`src/rtl/stmh_defines.vh`:
```
/*
 constants for the target message handler: message codes, identify fields,
 decoded message classes, user operations, byte contexts and handshake timing.
 assumes inclusion by bare name from the design files.
*/
`ifndef STMH_DEFINES_VH
`define STMH_DEFINES_VH

// message codes
`define STMH_MSG_CMD_COMPLETE 8'h00
`define STMH_MSG_SAVE_PTR 8'h02
`define STMH_MSG_RESTORE_PTR 8'h03
`define STMH_MSG_DISCONNECT 8'h04
`define STMH_MSG_INIT_ERR 8'h05
`define STMH_MSG_ABORT 8'h06
`define STMH_MSG_REJECT 8'h07
`define STMH_MSG_NOP 8'h08
`define STMH_MSG_PAR_ERR 8'h09
`define STMH_MSG_BUS_RESET 8'h0c
`define STMH_MSG_IDENTIFY 8'h80

// identify fields
`define STMH_ID_BIT 7
`define STMH_ID_DISC_BIT 6
`define STMH_ID_LUN_MSB 2
`define STMH_LUN_ZERO 3'h0

// decoded incoming message classes
`define STMH_CLS_UNSUP 4'h0
`define STMH_CLS_INIT_ERR 4'h1
`define STMH_CLS_ABORT 4'h2
`define STMH_CLS_REJECT 4'h3
`define STMH_CLS_NOP 4'h4
`define STMH_CLS_PAR_ERR 4'h5
`define STMH_CLS_BUS_RESET 4'h6
`define STMH_CLS_IDENTIFY 4'h7

// user operations
`define STMH_OP_COMPLETE 3'h0
`define STMH_OP_SAVE_PTR 3'h1
`define STMH_OP_RESTORE_PTR 3'h2
`define STMH_OP_DISCONNECT 3'h3
`define STMH_OP_RESELECT 3'h4

// what follows a finished byte
`define STMH_CTX_RX 3'h0
`define STMH_CTX_STATUS 3'h1
`define STMH_CTX_CC 3'h2
`define STMH_CTX_DISC 3'h3
`define STMH_CTX_MSG 3'h4

// handshake timing
`define STMH_SETUP_CYC 4'h2

`endif

```
`src/rtl/stmh_msg_decode.v`:
```
/*
 combinational decoder for one incoming message byte: class, identify
 fields and odd bus parity check.
 assumes a byte already captured by the target handshake.
*/
`default_nettype none
`include "stmh_defines.vh"

module stmh_msg_decode (
	input wire [7:0] byte_in,
	input wire par_in,
	input wire check_en,
	output reg [3:0] cls,
	output wire lun_zero,
	output wire disc_perm,
	output wire par_ok
);
	// odd parity over data and parity bit
	assign par_ok = ~check_en | (^{byte_in, par_in});
	assign lun_zero = (byte_in[`STMH_ID_LUN_MSB:0] == `STMH_LUN_ZERO);
	assign disc_perm = byte_in[`STMH_ID_DISC_BIT];

	always @* begin
		cls = `STMH_CLS_UNSUP;
		if (byte_in[`STMH_ID_BIT]) begin
			cls = `STMH_CLS_IDENTIFY;
		end else begin
			// only the accepted incoming set, no extended or linked codes
			case (byte_in)
				`STMH_MSG_INIT_ERR: cls = `STMH_CLS_INIT_ERR;
				`STMH_MSG_ABORT: cls = `STMH_CLS_ABORT;
				`STMH_MSG_REJECT: cls = `STMH_CLS_REJECT;
				`STMH_MSG_NOP: cls = `STMH_CLS_NOP;
				`STMH_MSG_PAR_ERR: cls = `STMH_CLS_PAR_ERR;
				`STMH_MSG_BUS_RESET: cls = `STMH_CLS_BUS_RESET;
				default: cls = `STMH_CLS_UNSUP;
			endcase
		end
	end
endmodule // stmh_msg_decode

`default_nettype wire

```
`src/rtl/stmh_target.v`:
```
/*
 target-side message and status engine for a parallel scsi tape target.
 assumes bus inputs already synchronous to clk and active high; command and
 data phases are run by logic outside this block.
*/
// Behaviour
// - only command complete, save pointer, restore pointers, disconnect, reject and identify go out, and only initiator error, abort, reject, nop, message parity error, bus device reset and identify are accepted.
// - extended messages and linked-command messages are neither sent nor honoured.
// - command complete is sent only after the status byte has gone out, on success or failure.
// - after command complete the target releases the bus to bus free.
// - bus parity checking is switched by mode select or by a hardware switch.
// - all transfers use the asynchronous req/ack handshake only.
// - differential drivers are enabled only while diffsens is high.
// - the target works with one or many initiators and ties its command to the one that issued it.
// - after sending disconnect the target releases bsy and must reselect to finish.
// - identify has bit 7 set, bit 6 the disconnect permission and bits 2 to 0 the unit number.
// - bus device reset cancels everything for every initiator and goes to bus free.
`default_nettype none
`include "stmh_defines.vh"

module stmh_target #(
	parameter [2:0] TARGET_ID = 3'h7,
	parameter DIFF_VARIANT = 1'b1,
	parameter [3:0] SETUP_CYC = `STMH_SETUP_CYC
) (
	input wire clk,
	input wire reset_n,
	input wire bsy_in,
	input wire sel_in,
	input wire atn_in,
	input wire ack_in,
	input wire rst_in,
	input wire [7:0] db_in,
	input wire db_par_in,
	input wire diffsens,
	input wire parity_switch,
	input wire mode_parity_wr,
	input wire mode_parity_val,
	input wire op_valid,
	input wire [2:0] op_code,
	input wire [7:0] op_status,
	input wire [2:0] op_init_id,
	output reg bsy_oe,
	output reg sel_oe,
	output reg msg_oe,
	output reg cd_oe,
	output reg io_oe,
	output reg req_oe,
	output reg [7:0] db_out,
	output reg db_par_out,
	output reg db_oe,
	output reg diff_drv_en,
	output reg parity_en,
	output reg op_ready,
	output reg [2:0] init_id,
	output reg disc_perm,
	output reg ev_select,
	output reg ev_abort,
	output reg ev_bus_reset,
	output reg ev_init_err,
	output reg ev_rejected,
	output reg ev_parity,
	output reg ev_done
);
	localparam [2:0] ST_IDLE = 3'h0;
	localparam [2:0] ST_SELW = 3'h1;
	localparam [2:0] ST_CONN = 3'h2;
	localparam [2:0] ST_XFER = 3'h3;
	localparam [2:0] ST_EVAL = 3'h4;
	localparam [2:0] ST_FREE = 3'h5;
	localparam [2:0] ST_RESEL = 3'h6;
	localparam [1:0] HS_SETUP = 2'h0;
	localparam [1:0] HS_REQ = 2'h1;
	localparam [1:0] HS_REL = 2'h2;

	reg [2:0] st_q;
	reg [1:0] hs_q;
	reg [3:0] cnt_q;
	reg [2:0] ctx_q;
	reg [7:0] rx_q;
	reg rx_par_q;
	reg [7:0] last_q;
	reg [2:0] last_ctx_q;
	reg [2:0] owner_q;
	reg owner_valid_q;
	reg strap_done_q;
	reg [2:0] sel_id;
	reg sel_hit;
	integer i;
	wire [3:0] cls;
	wire lun_zero;
	wire dp_bit;
	wire par_ok;

	stmh_msg_decode u_dec (
		.byte_in(rx_q),
		.par_in(rx_par_q),
		.check_en(parity_en),
		.cls(cls),
		.lun_zero(lun_zero),
		.disc_perm(dp_bit),
		.par_ok(par_ok)
	);

	// lowest id on the bus other than ours picks the selecting initiator
	always @* begin
		sel_id = 3'h0;
		sel_hit = 1'b0;
		for (i = 7; i >= 0; i = i - 1) begin
			if (db_in[i] && (i[2:0] != TARGET_ID)) begin
				sel_id = i[2:0];
				sel_hit = 1'b1;
			end
		end
	end

	// start one byte over req/ack, outgoing when dir_in is set
	task start_xfer;
		input [7:0] b;
		input [2:0] ctx;
		input dir_in;
		input m;
		input c;
		begin
			st_q <= ST_XFER;
			hs_q <= HS_SETUP;
			cnt_q <= SETUP_CYC;
			ctx_q <= ctx;
			msg_oe <= m;
			cd_oe <= c;
			io_oe <= dir_in;
			db_oe <= dir_in;
			db_out <= b;
			db_par_out <= ~^b;
			if (dir_in && m) begin
				last_q <= b;
				last_ctx_q <= ctx;
			end
		end
	endtask

	always @(posedge clk or negedge reset_n) begin
		if (!reset_n) begin
			st_q <= ST_IDLE;
			hs_q <= HS_SETUP;
			cnt_q <= 4'h0;
			ctx_q <= `STMH_CTX_RX;
			rx_q <= 8'h00;
			rx_par_q <= 1'b0;
			last_q <= `STMH_MSG_REJECT;
			last_ctx_q <= `STMH_CTX_MSG;
			owner_q <= 3'h0;
			owner_valid_q <= 1'b0;
			strap_done_q <= 1'b0;
			bsy_oe <= 1'b0;
			sel_oe <= 1'b0;
			msg_oe <= 1'b0;
			cd_oe <= 1'b0;
			io_oe <= 1'b0;
			req_oe <= 1'b0;
			db_out <= 8'h00;
			db_par_out <= 1'b0;
			db_oe <= 1'b0;
			diff_drv_en <= 1'b0;
			parity_en <= 1'b0;
			op_ready <= 1'b0;
			init_id <= 3'h0;
			disc_perm <= 1'b0;
			ev_select <= 1'b0;
			ev_abort <= 1'b0;
			ev_bus_reset <= 1'b0;
			ev_init_err <= 1'b0;
			ev_rejected <= 1'b0;
			ev_parity <= 1'b0;
			ev_done <= 1'b0;
		end else begin
			ev_select <= 1'b0;
			ev_abort <= 1'b0;
			ev_bus_reset <= 1'b0;
			ev_init_err <= 1'b0;
			ev_rejected <= 1'b0;
			ev_parity <= 1'b0;
			ev_done <= 1'b0;
			op_ready <= 1'b0;
			diff_drv_en <= DIFF_VARIANT & diffsens;
			// switch caught once after reset, mode select overrides later
			strap_done_q <= 1'b1;
			if (!strap_done_q) begin
				parity_en <= parity_switch;
			end else if (mode_parity_wr) begin
				parity_en <= mode_parity_val;
			end
			if (rst_in) begin
				owner_valid_q <= 1'b0;
				ev_bus_reset <= 1'b1;
				st_q <= ST_FREE;
				req_oe <= 1'b0;
			end else begin
				case (st_q)
					ST_IDLE: begin
						if (op_ready && op_valid && op_code == `STMH_OP_RESELECT) begin
							// drive both ids with sel and i/o, wait for initiator bsy
							st_q <= ST_RESEL;
							sel_oe <= 1'b1;
							io_oe <= 1'b1;
							db_oe <= 1'b1;
							db_out <= (8'h01 << TARGET_ID) | (8'h01 << owner_q);
							db_par_out <= ~^((8'h01 << TARGET_ID) | (8'h01 << owner_q));
							init_id <= owner_q;
						end else if (sel_in && !bsy_in && db_in[TARGET_ID] && sel_hit) begin
							bsy_oe <= 1'b1;
							init_id <= sel_id;
							disc_perm <= 1'b0;
							// nothing sent yet here, a parity retry answers with reject
							last_q <= `STMH_MSG_REJECT;
							last_ctx_q <= `STMH_CTX_MSG;
							st_q <= ST_SELW;
							// the command belongs to the initiator that starts it
							if (!owner_valid_q) begin
								owner_q <= sel_id;
								owner_valid_q <= 1'b1;
							end
						end else begin
							op_ready <= owner_valid_q;
						end
					end
					ST_SELW: begin
						if (!sel_in) begin
							ev_select <= 1'b1;
							if (atn_in) begin
								start_xfer(8'h00, `STMH_CTX_RX, 1'b0, 1'b1, 1'b1);
							end else begin
								st_q <= ST_CONN;
							end
						end
					end
					ST_RESEL: begin
						if (bsy_in) begin
							bsy_oe <= 1'b1;
							sel_oe <= 1'b0;
							// reselection identify reports unit zero only
							start_xfer(`STMH_MSG_IDENTIFY, `STMH_CTX_MSG, 1'b1, 1'b1, 1'b1);
						end
					end
					ST_CONN: begin
						if (op_ready && op_valid) begin
							case (op_code)
								// status byte first, command complete chained after it
								`STMH_OP_COMPLETE:
									start_xfer(op_status, `STMH_CTX_STATUS, 1'b1, 1'b0, 1'b1);
								`STMH_OP_SAVE_PTR:
									start_xfer(`STMH_MSG_SAVE_PTR, `STMH_CTX_MSG, 1'b1, 1'b1, 1'b1);
								`STMH_OP_RESTORE_PTR:
									start_xfer(`STMH_MSG_RESTORE_PTR, `STMH_CTX_MSG, 1'b1, 1'b1,
										1'b1);
								`STMH_OP_DISCONNECT:
									start_xfer(`STMH_MSG_DISCONNECT, `STMH_CTX_DISC, 1'b1, 1'b1,
										1'b1);
								default: st_q <= ST_CONN;
							endcase
						end else if (atn_in) begin
							start_xfer(8'h00, `STMH_CTX_RX, 1'b0, 1'b1, 1'b1);
						end else begin
							op_ready <= 1'b1;
						end
					end
					ST_XFER: begin
						// asynchronous req/ack only, no offset counting
						case (hs_q)
							HS_SETUP: begin
								if (cnt_q == 4'h0) begin
									req_oe <= 1'b1;
									hs_q <= HS_REQ;
								end else begin
									cnt_q <= cnt_q - 4'h1;
								end
							end
							HS_REQ: begin
								if (ack_in) begin
									if (!io_oe) begin
										rx_q <= db_in;
										rx_par_q <= db_par_in;
									end
									req_oe <= 1'b0;
									hs_q <= HS_REL;
								end
							end
							HS_REL: begin
								if (!ack_in) begin
									db_oe <= 1'b0;
									case (ctx_q)
										`STMH_CTX_RX: st_q <= ST_EVAL;
										`STMH_CTX_STATUS:
											start_xfer(`STMH_MSG_CMD_COMPLETE, `STMH_CTX_CC, 1'b1,
												1'b1, 1'b1);
										`STMH_CTX_CC: begin
											owner_valid_q <= 1'b0;
											ev_done <= 1'b1;
											st_q <= ST_FREE;
										end
										`STMH_CTX_DISC: st_q <= ST_FREE;
										default: st_q <= ST_CONN;
									endcase
								end
							end
							default: hs_q <= HS_SETUP;
						endcase
					end
					ST_EVAL: begin
						if (!par_ok) begin
							// drop the byte and ask for it again
							ev_parity <= 1'b1;
							start_xfer(8'h00, `STMH_CTX_RX, 1'b0, 1'b1, 1'b1);
						end else begin
							case (cls)
								`STMH_CLS_IDENTIFY: begin
									disc_perm <= dp_bit;
									if (lun_zero) begin
										st_q <= ST_CONN;
									end else begin
										start_xfer(`STMH_MSG_REJECT, `STMH_CTX_MSG, 1'b1, 1'b1,
											1'b1);
									end
								end
								`STMH_CLS_ABORT: begin
									// abort only counts from the owning initiator
									if (owner_valid_q && owner_q == init_id) begin
										owner_valid_q <= 1'b0;
										ev_abort <= 1'b1;
										st_q <= ST_FREE;
									end else begin
										st_q <= ST_CONN;
									end
								end
								`STMH_CLS_BUS_RESET: begin
									owner_valid_q <= 1'b0;
									ev_bus_reset <= 1'b1;
									st_q <= ST_FREE;
								end
								`STMH_CLS_REJECT: begin
									ev_rejected <= 1'b1;
									st_q <= ST_CONN;
								end
								`STMH_CLS_INIT_ERR: begin
									ev_init_err <= 1'b1;
									st_q <= ST_CONN;
								end
								`STMH_CLS_PAR_ERR:
									start_xfer(last_q, last_ctx_q, 1'b1, 1'b1, 1'b1);
								`STMH_CLS_NOP: st_q <= ST_CONN;
								default:
									start_xfer(`STMH_MSG_REJECT, `STMH_CTX_MSG, 1'b1, 1'b1, 1'b1);
							endcase
						end
					end
					ST_FREE: begin
						bsy_oe <= 1'b0;
						sel_oe <= 1'b0;
						msg_oe <= 1'b0;
						cd_oe <= 1'b0;
						io_oe <= 1'b0;
						req_oe <= 1'b0;
						db_oe <= 1'b0;
						st_q <= ST_IDLE;
					end
					default: st_q <= ST_FREE;
				endcase
			end
		end
	end
endmodule // stmh_target

`default_nettype wire

```
`config.mk`:
```
export PLATFORM = sky130hd
export DESIGN_NAME = stmh_target
export DESIGN_NICKNAME = d
export VERILOG_FILES = /design/src/rtl/stmh_msg_decode.v /design/src/rtl/stmh_target.v
export VERILOG_INCLUDE_DIRS = /design/src /design/src/rtl
export SDC_FILE = /design/constraint.sdc
export NUM_CORES = 1
export LEC_CHECK = 0
export ABC_AREA = 1
export BUFFER_PORTS_ARGS = -buffer_cell sky130_fd_sc_hd__buf_2
export CAP_MARGIN = 20
export CORE_ASPECT_RATIO = 1.1
export CORE_UTILIZATION = 54
export CTS_BUF_LIST = sky130_fd_sc_hd__clkbuf_8
export DETAILED_ROUTE_END_ITERATION = 7
export PLACE_DENSITY = 0.79
export SYNTH_ARGS = -nofsm -noshare
export SYNTH_HDL_FRONTEND = slang
export SYNTH_HIERARCHICAL = 1
export SYNTH_SLANG_ARGS = --single-unit
export TNS_END_PERCENT = 30
```
`constraint.sdc`:
```
create_clock -name clk -period 2 [get_ports clk]
set_clock_uncertainty 0.1 [all_clocks]
set_input_delay 0.3 -clock clk [delete_from_list [all_inputs] [get_ports clk]]
set_output_delay 0.3 -clock clk [all_outputs]
set_load 0.02 [all_outputs]
```
[Word-level counts from Yosys, hierarchy flattened]
Index checks and enable logic that the tools add are counted.
Word-level totals
  register bits after elaboration: 67
  word-level logic and storage cells: 367
Operators by class
  bitwise gates (word level): 6
  reductions and logical operators: 55
  mux-type cells: 199
  add/subtract/negate cells: 1
  shift-type cells: 1
  equal/unequal tests: 73
Operators by type and width (count)
  $mux 8: 14
  $mux 3: 33
  $mux 1: 91
  $reduce_and 11->1: 5
  $ne 3x3->1 const B: 18
  $pmux 8 s3: 2
  $pmux 8 s6: 1
  $mux 4: 11
  $ne 4x4->1 const B: 10
  $pmux 8 s5: 1
  $reduce_and 10->1: 4
  $pmux 8 s4: 1
  $pmux 3 s5: 2
  $pmux 3 s3: 3
  $ne 2x2->1 const B: 13
  $reduce_and 13->1: 2
  $eq 8x3->1 const B: 3
  $eq 8x4->1 const B: 3
  $reduce_xnor 8->1: 3
  $mux 2: 11
  $pmux 3 s7: 1
  $pmux 4 s5: 1
  $eq 3x2->1 const B: 6
  $pmux 1 s6: 3
  47 further kinds: 93

[Depth between registers and ports, before layout]
  depth after elaboration: 12
  mapped depth: 17
  gate-level depth less buffers: 17

[Hierarchy]
Netlist, hierarchy kept.
Modules (own cells, without submodules)
  stmh_target: area each 4420.5 um^2, instances 1, cells an instance 640, sequential area each 1581.5 um^2
  stmh_msg_decode: area each 316.6 um^2, instances 1, cells an instance 73, sequential area each 0.0 um^2

[Worst setup path before layout]
Ideal clock, no wire load.
  path kind: reg2reg
  from: reg rx_q[6]
  to: reg cnt_q[3]
  stages on the path, launching flop included: 15
  slack: -0.119 ns
  data arrival time: 1.902 ns
  period minus slack after synthesis: 2.119 ns
  path buffers: 0
  data required time: 1.783 ns
  cell sequence: dfrtp_1 -> nor2_1 -> nand3_1 -> nor3_1 -> a21oi_1 -> nand3_1 -> inv_1 -> nand3_1 -> nand3_1 -> nand2_1 -> nand2_1 -> nor2_1 -> nand2_2 -> nand2_1 -> nand2_1
Between the ends
  cells in the longest elaborated chain, start to end: 8
  elaborated cells on any way between the ends: 23
  those cells by class: 14 x eq/ne; 5 x mux; 1 x bitwise; 3 x reduce/logical
RTL lines
  start, declared: line stmh_target.v:80  | reg [7:0] rx_q;
  start signal, assigned: line stmh_target.v:281  | rx_q <= db_in;
  $eq 8x4->1 / $eq 8x3->1 (equally long branches): line stmh_msg_decode.v:29  | case (byte_in)
  $pmux 3 s6 (*): line stmh_msg_decode.v:29
  $mux 4 (*): line stmh_msg_decode.v:25  | if (byte_in[`STMH_ID_BIT]) begin
  net cls[0]: line stmh_target.v:90  | wire [3:0] cls;
  $eq 4x3->1, or another cell as far along: line stmh_target.v:315  | case (cls)
  $reduce_or 5->1 (no source line)
  $pmux 4 s2: line stmh_target.v:315
  $mux 4: line stmh_target.v:310  | if (!par_ok) begin
  $pmux 4 s5: line stmh_target.v:199  | case (st_q)
  end signal, assigned: line stmh_target.v:275  | cnt_q <= cnt_q - 4'h1;
  end, declared: line stmh_target.v:78  | reg [3:0] cnt_q;
The timed path passes the listed nets; every way through them passes the cells marked *.
A chain may end at the register's enable or synchronous reset.

[Worst setup path in the final report]
  from: reg rx_q[0]
  to: reg ctx_q[0]
Between the ends
  cells in the longest elaborated chain, start to end: 8
  elaborated cells on any way between the ends: 25
  those cells by class: 15 x eq/ne; 5 x mux; 1 x bitwise; 4 x reduce/logical
RTL lines
  $eq 8x4->1 / $eq 8x3->1 (equally long branches): line stmh_msg_decode.v:29
  $pmux 3 s6 (*): line stmh_msg_decode.v:29
  $mux 4 (*): line stmh_msg_decode.v:25
  net cls[0]: line stmh_target.v:90
  $eq 4x3->1, or another cell as far along: line stmh_target.v:315
  $reduce_or 5->1 (no source line)
  $pmux 3 s3: line stmh_target.v:315
  $mux 3: line stmh_target.v:310
  $pmux 3 s5: line stmh_target.v:199
  end signal, assigned: line stmh_target.v:147  | ctx_q <= `STMH_CTX_RX;
  end, declared: line stmh_target.v:79  | reg [2:0] ctx_q;
Marks and branches as above.

==> results.tsv <==
metric	value	unit
# IOs	65	
total CTS buffers	9	
Max Slew Vio Count	0	
Largest delay share family, worst path	simple AND/OR/NAND/NOR gates	
global-route wire length before repair	24800	microns
crit path setup slack, layout	-350	ps
slowest cell on the critical path	dfrtp_2	
Mapped Area	0.00474	sq mm
unrepaired setup endpoints after global routing	true	
Syn Area/Cell	6.64	sq um
hold_ws	52.9	ps
Worst setup SP type	register	
sw power	3.63	mW
synth unique cells	47	
Core Util, Final	74.6	%
internal power	3.73	mW
critical path's most frequent cell	nand2_4	
Post-DRT Antenna Nets	0	
fin crit share	117	%
P&R area growth vs syn	33.1	%
critical path peak fanout	6	
final wirelength	16100	microns
register area share after synthesis	33.4	%
Syn. warnings	6	
final hold vios	0	
drt initial violations	403	
fmax	426	MHz
slowest stage delay, CP	470	ps
Worst EP required	2180	ps
Setup Viol. Count Final	36	
power share of the combinational group	58.0	%
initial antenna violation count	0	
power consumption	7.36	mW
CP Cell Sequence	buf_6, nand2_4, nor3_4, a21oi_2, nand3_2, nand2_2, inv_2, nand2_2, nor2_4, nand2_4, nand2_4, nor2_4, nand2_4, nor2_4, nand2_1, o21ai_1	
Ant. Diodes	0	
synthesized flop and latch total	63	
GR Util All Layers	34.7	%
Cell Area, Placed	0.00566	sq mm
Core Region	0.00845	sq mm
Seq pwr share	27.5	%
vias in the first global route	5286	
worst hold path cell count	2	
die area	0.00915	sq mm
Die Height	100	microns
1st-pass router iterations	5	
drt wl/cell	16.7	microns
FP Rows	35	
DP HPWL	11600	microns
sw frac	49.3	%
Clk network pwr share	14.5	%
# port buffers	61	
final layout net count	887	
RePlAce Congestion	1.02	
H-tree lvl count	3	
CTS tree	built	
share of layout cells above drive strength 1	32.6	%
Pleak	3.34	nW
CTS root buffer	clkbuf_8	
R2R cell count	16	
final instance area	0.00631	sq mm
pin count of the biggest net entering global routing	64	
grt total ovfl	0	
DRC viols	0	
Setup CP Type	reg -> reg	
setup TNS	-9090	ps
WP depth	16	
status	complete, but fails checks	
crit path DAT	2530	ps
clk buf depth	2	
Hold Crit Class	in -> reg	
Bufs and invs on worst path	2	
CP Capture Type	register	
Vias	5608	
max-cap violations	0	
failing checks	setup timing	
Initial Utilization	56.0	%
Peak VDD IR	0.000708	V
clock sink count	63	
worst skew pair latency	360	ps
DR vias/cell	5.82	
Syn Inst Count	713	
Die Width	91.3	microns
Worst-path clk slew	70	ps
fill count	665	
Tmin final	2350	ps
power per cell area	1170	mW/mm^2
Syn Nets	752	
registers in the layout (all words and copies together), names as in the netlist, 2 cells and up:
register / flops
hs_q: 2
cnt_q: 4
ctx_q: 3
st_q: 3
last_ctx_q: 3
rx_q: 8
last_q: 4
owner_q: 3
db_out: 8
init_id: 3
power groups by stage:
stage | Combinational [mW] | Sequential, mW | Clock [mW]
2_1_floorplan | 2.41 | 2.12 | 0
3_3_place_gp | 3.63 | 2.00 | 0
3_5_place_dp | 3.74 | 2.01 | 0
4_1_cts | 4.03 | 2.00 | 1.07
5_1_grt | 4.62 | 2.06 | 1.12
6_report | 4.27 | 2.02 | 1.07
cells in the mapped netlist, drive strengths merged:
master,n,area share [%]
a41oi,1,0.18
nand3b,1,0.16
o21ai,53,5.6
xor2,5,0.92
clkinv,1,0.11
o21bai,3,0.48
inv,83,6.6
xnor2,5,0.92
o2111ai,3,0.55
clkbuf,3,0.24
nand2,251,21
conb,2,0.16
a22oi,1,0.16
o221ai,3,0.55
o311ai,2,0.37
ha,4,1.1
a31oi,1,0.13
mux2,3,0.71
or2,1,0.13
dfrtp,59,31
nor2,77,7.7
buf,9,1.3
o211ai,5,0.79
a21oi,16,1.8
o41ai,1,0.18
nand4,25,3.3
dfstp,4,2.2
nor3,12,1.7
nand3,72,8.2
o21a,1,0.16
and3,1,0.13
nor4,5,0.98
routing by layer:
layer	GRT usage, %	up-vias	share of wire (%)
li1	-	2613	-
met1	40.1	2606	38
met2	61.3	306	49
met3	5.83	83	7.6
met4	19.4	0	5.0
met5	0	-	0
worst paths after layout:
check	to	start	slack [ps]
worst max-delay path	ctx_q[0]$_DFFE_PN0P_	rx_q[0]$_DFFE_PN0P_	-350
worst min-delay path	rx_par_q$_DFFE_PN0P_	db_par_in	50
worst max register to register	ctx_q[0]$_DFFE_PN0P_	rx_q[0]$_DFFE_PN0P_	-350
worst min register to register	db_out[3]$_DFFE_PN0P_	db_out[3]$_DFFE_PN0P_	380
max in group asynchronous	last_q[2]$_DFFE_PN1P_	reset_n	1090
min in group asynchronous	ev_parity$_DFF_PN0_	reset_n	380
placed cells by master (no fill, tap or decap), types with 4 or more instances in the layout:
cell type / n
nand4_1: 25
ha_1: 4
nor2_2: 5
dfrtp_1: 53
inv_2: 15
nor3_1: 8
xor2_1: 5
nand2_4: 15
o21ai_0: 29
buf_6: 6
buf_12: 5
nand3_1: 53
buf_4: 61
a21oi_1: 13
o21ai_2: 5
dfstp_2: 4
nand2_2: 22
clkbuf_8: 11
o21ai_1: 19
inv_4: 6
nand2_1: 214
buf_2: 61
dfrtp_2: 6
inv_1: 61
nor2_1: 57
nor2_4: 15
o211ai_1: 5
xnor2_1: 4
nand3_2: 18
through the flow:
step                      setup slack (ps)  std cells
after CTS                             -230        958
final                                 -350        964
after global routing                  -443        964
after detailed placement              -442        931
after global placement                -286        931
after floorplan                      -68.3        713
cell families after synthesis:
family	share of synthesized area (%)
AO/OA/AOI/OAI	10.9
XOR/XNOR	1.85
adder cells (fa/ha/maj)	1.06
buffers and inverters	8.32
flip-flops	33.4
multiplexers	0.713
other	0.159
AND/OR/NAND/NOR	43.6
worst register-to-register path: cells and delay by family, from the launching register on:
family                 cells  cell delay, ps
DFF                        1             470
buffers and inverters      2             190
AOI/OAI and AO/OA          2             210
and+or+nand+nor           12            1300
cell type report:
cell class | instances | area [sq um] | area share, %
Inverter | 84 | 337 | 5.34
Clock buffer | 11 | 151 | 2.40
Clock inverter | 5 | 32.5 | 0.516
Tap cell | 111 | 139 | 2.20
Multi-Input combinational cell | 555 | 3110 | 49.3
Timing Repair Buffer | 135 | 951 | 15.1
Sequential cell | 63 | 1590 | 25.2
repair_timing:
action	4_1_cts	5_1_grt
resized for setup	53	39
hold buffers	2	0
endpoints found under the setup margin	36	40
gates cloned	0	1
buffers inserted	9	5
endpoints found under the hold margin	60	0
pin swaps	35	17
Note: power is estimated with default switching activity, not from simulation.
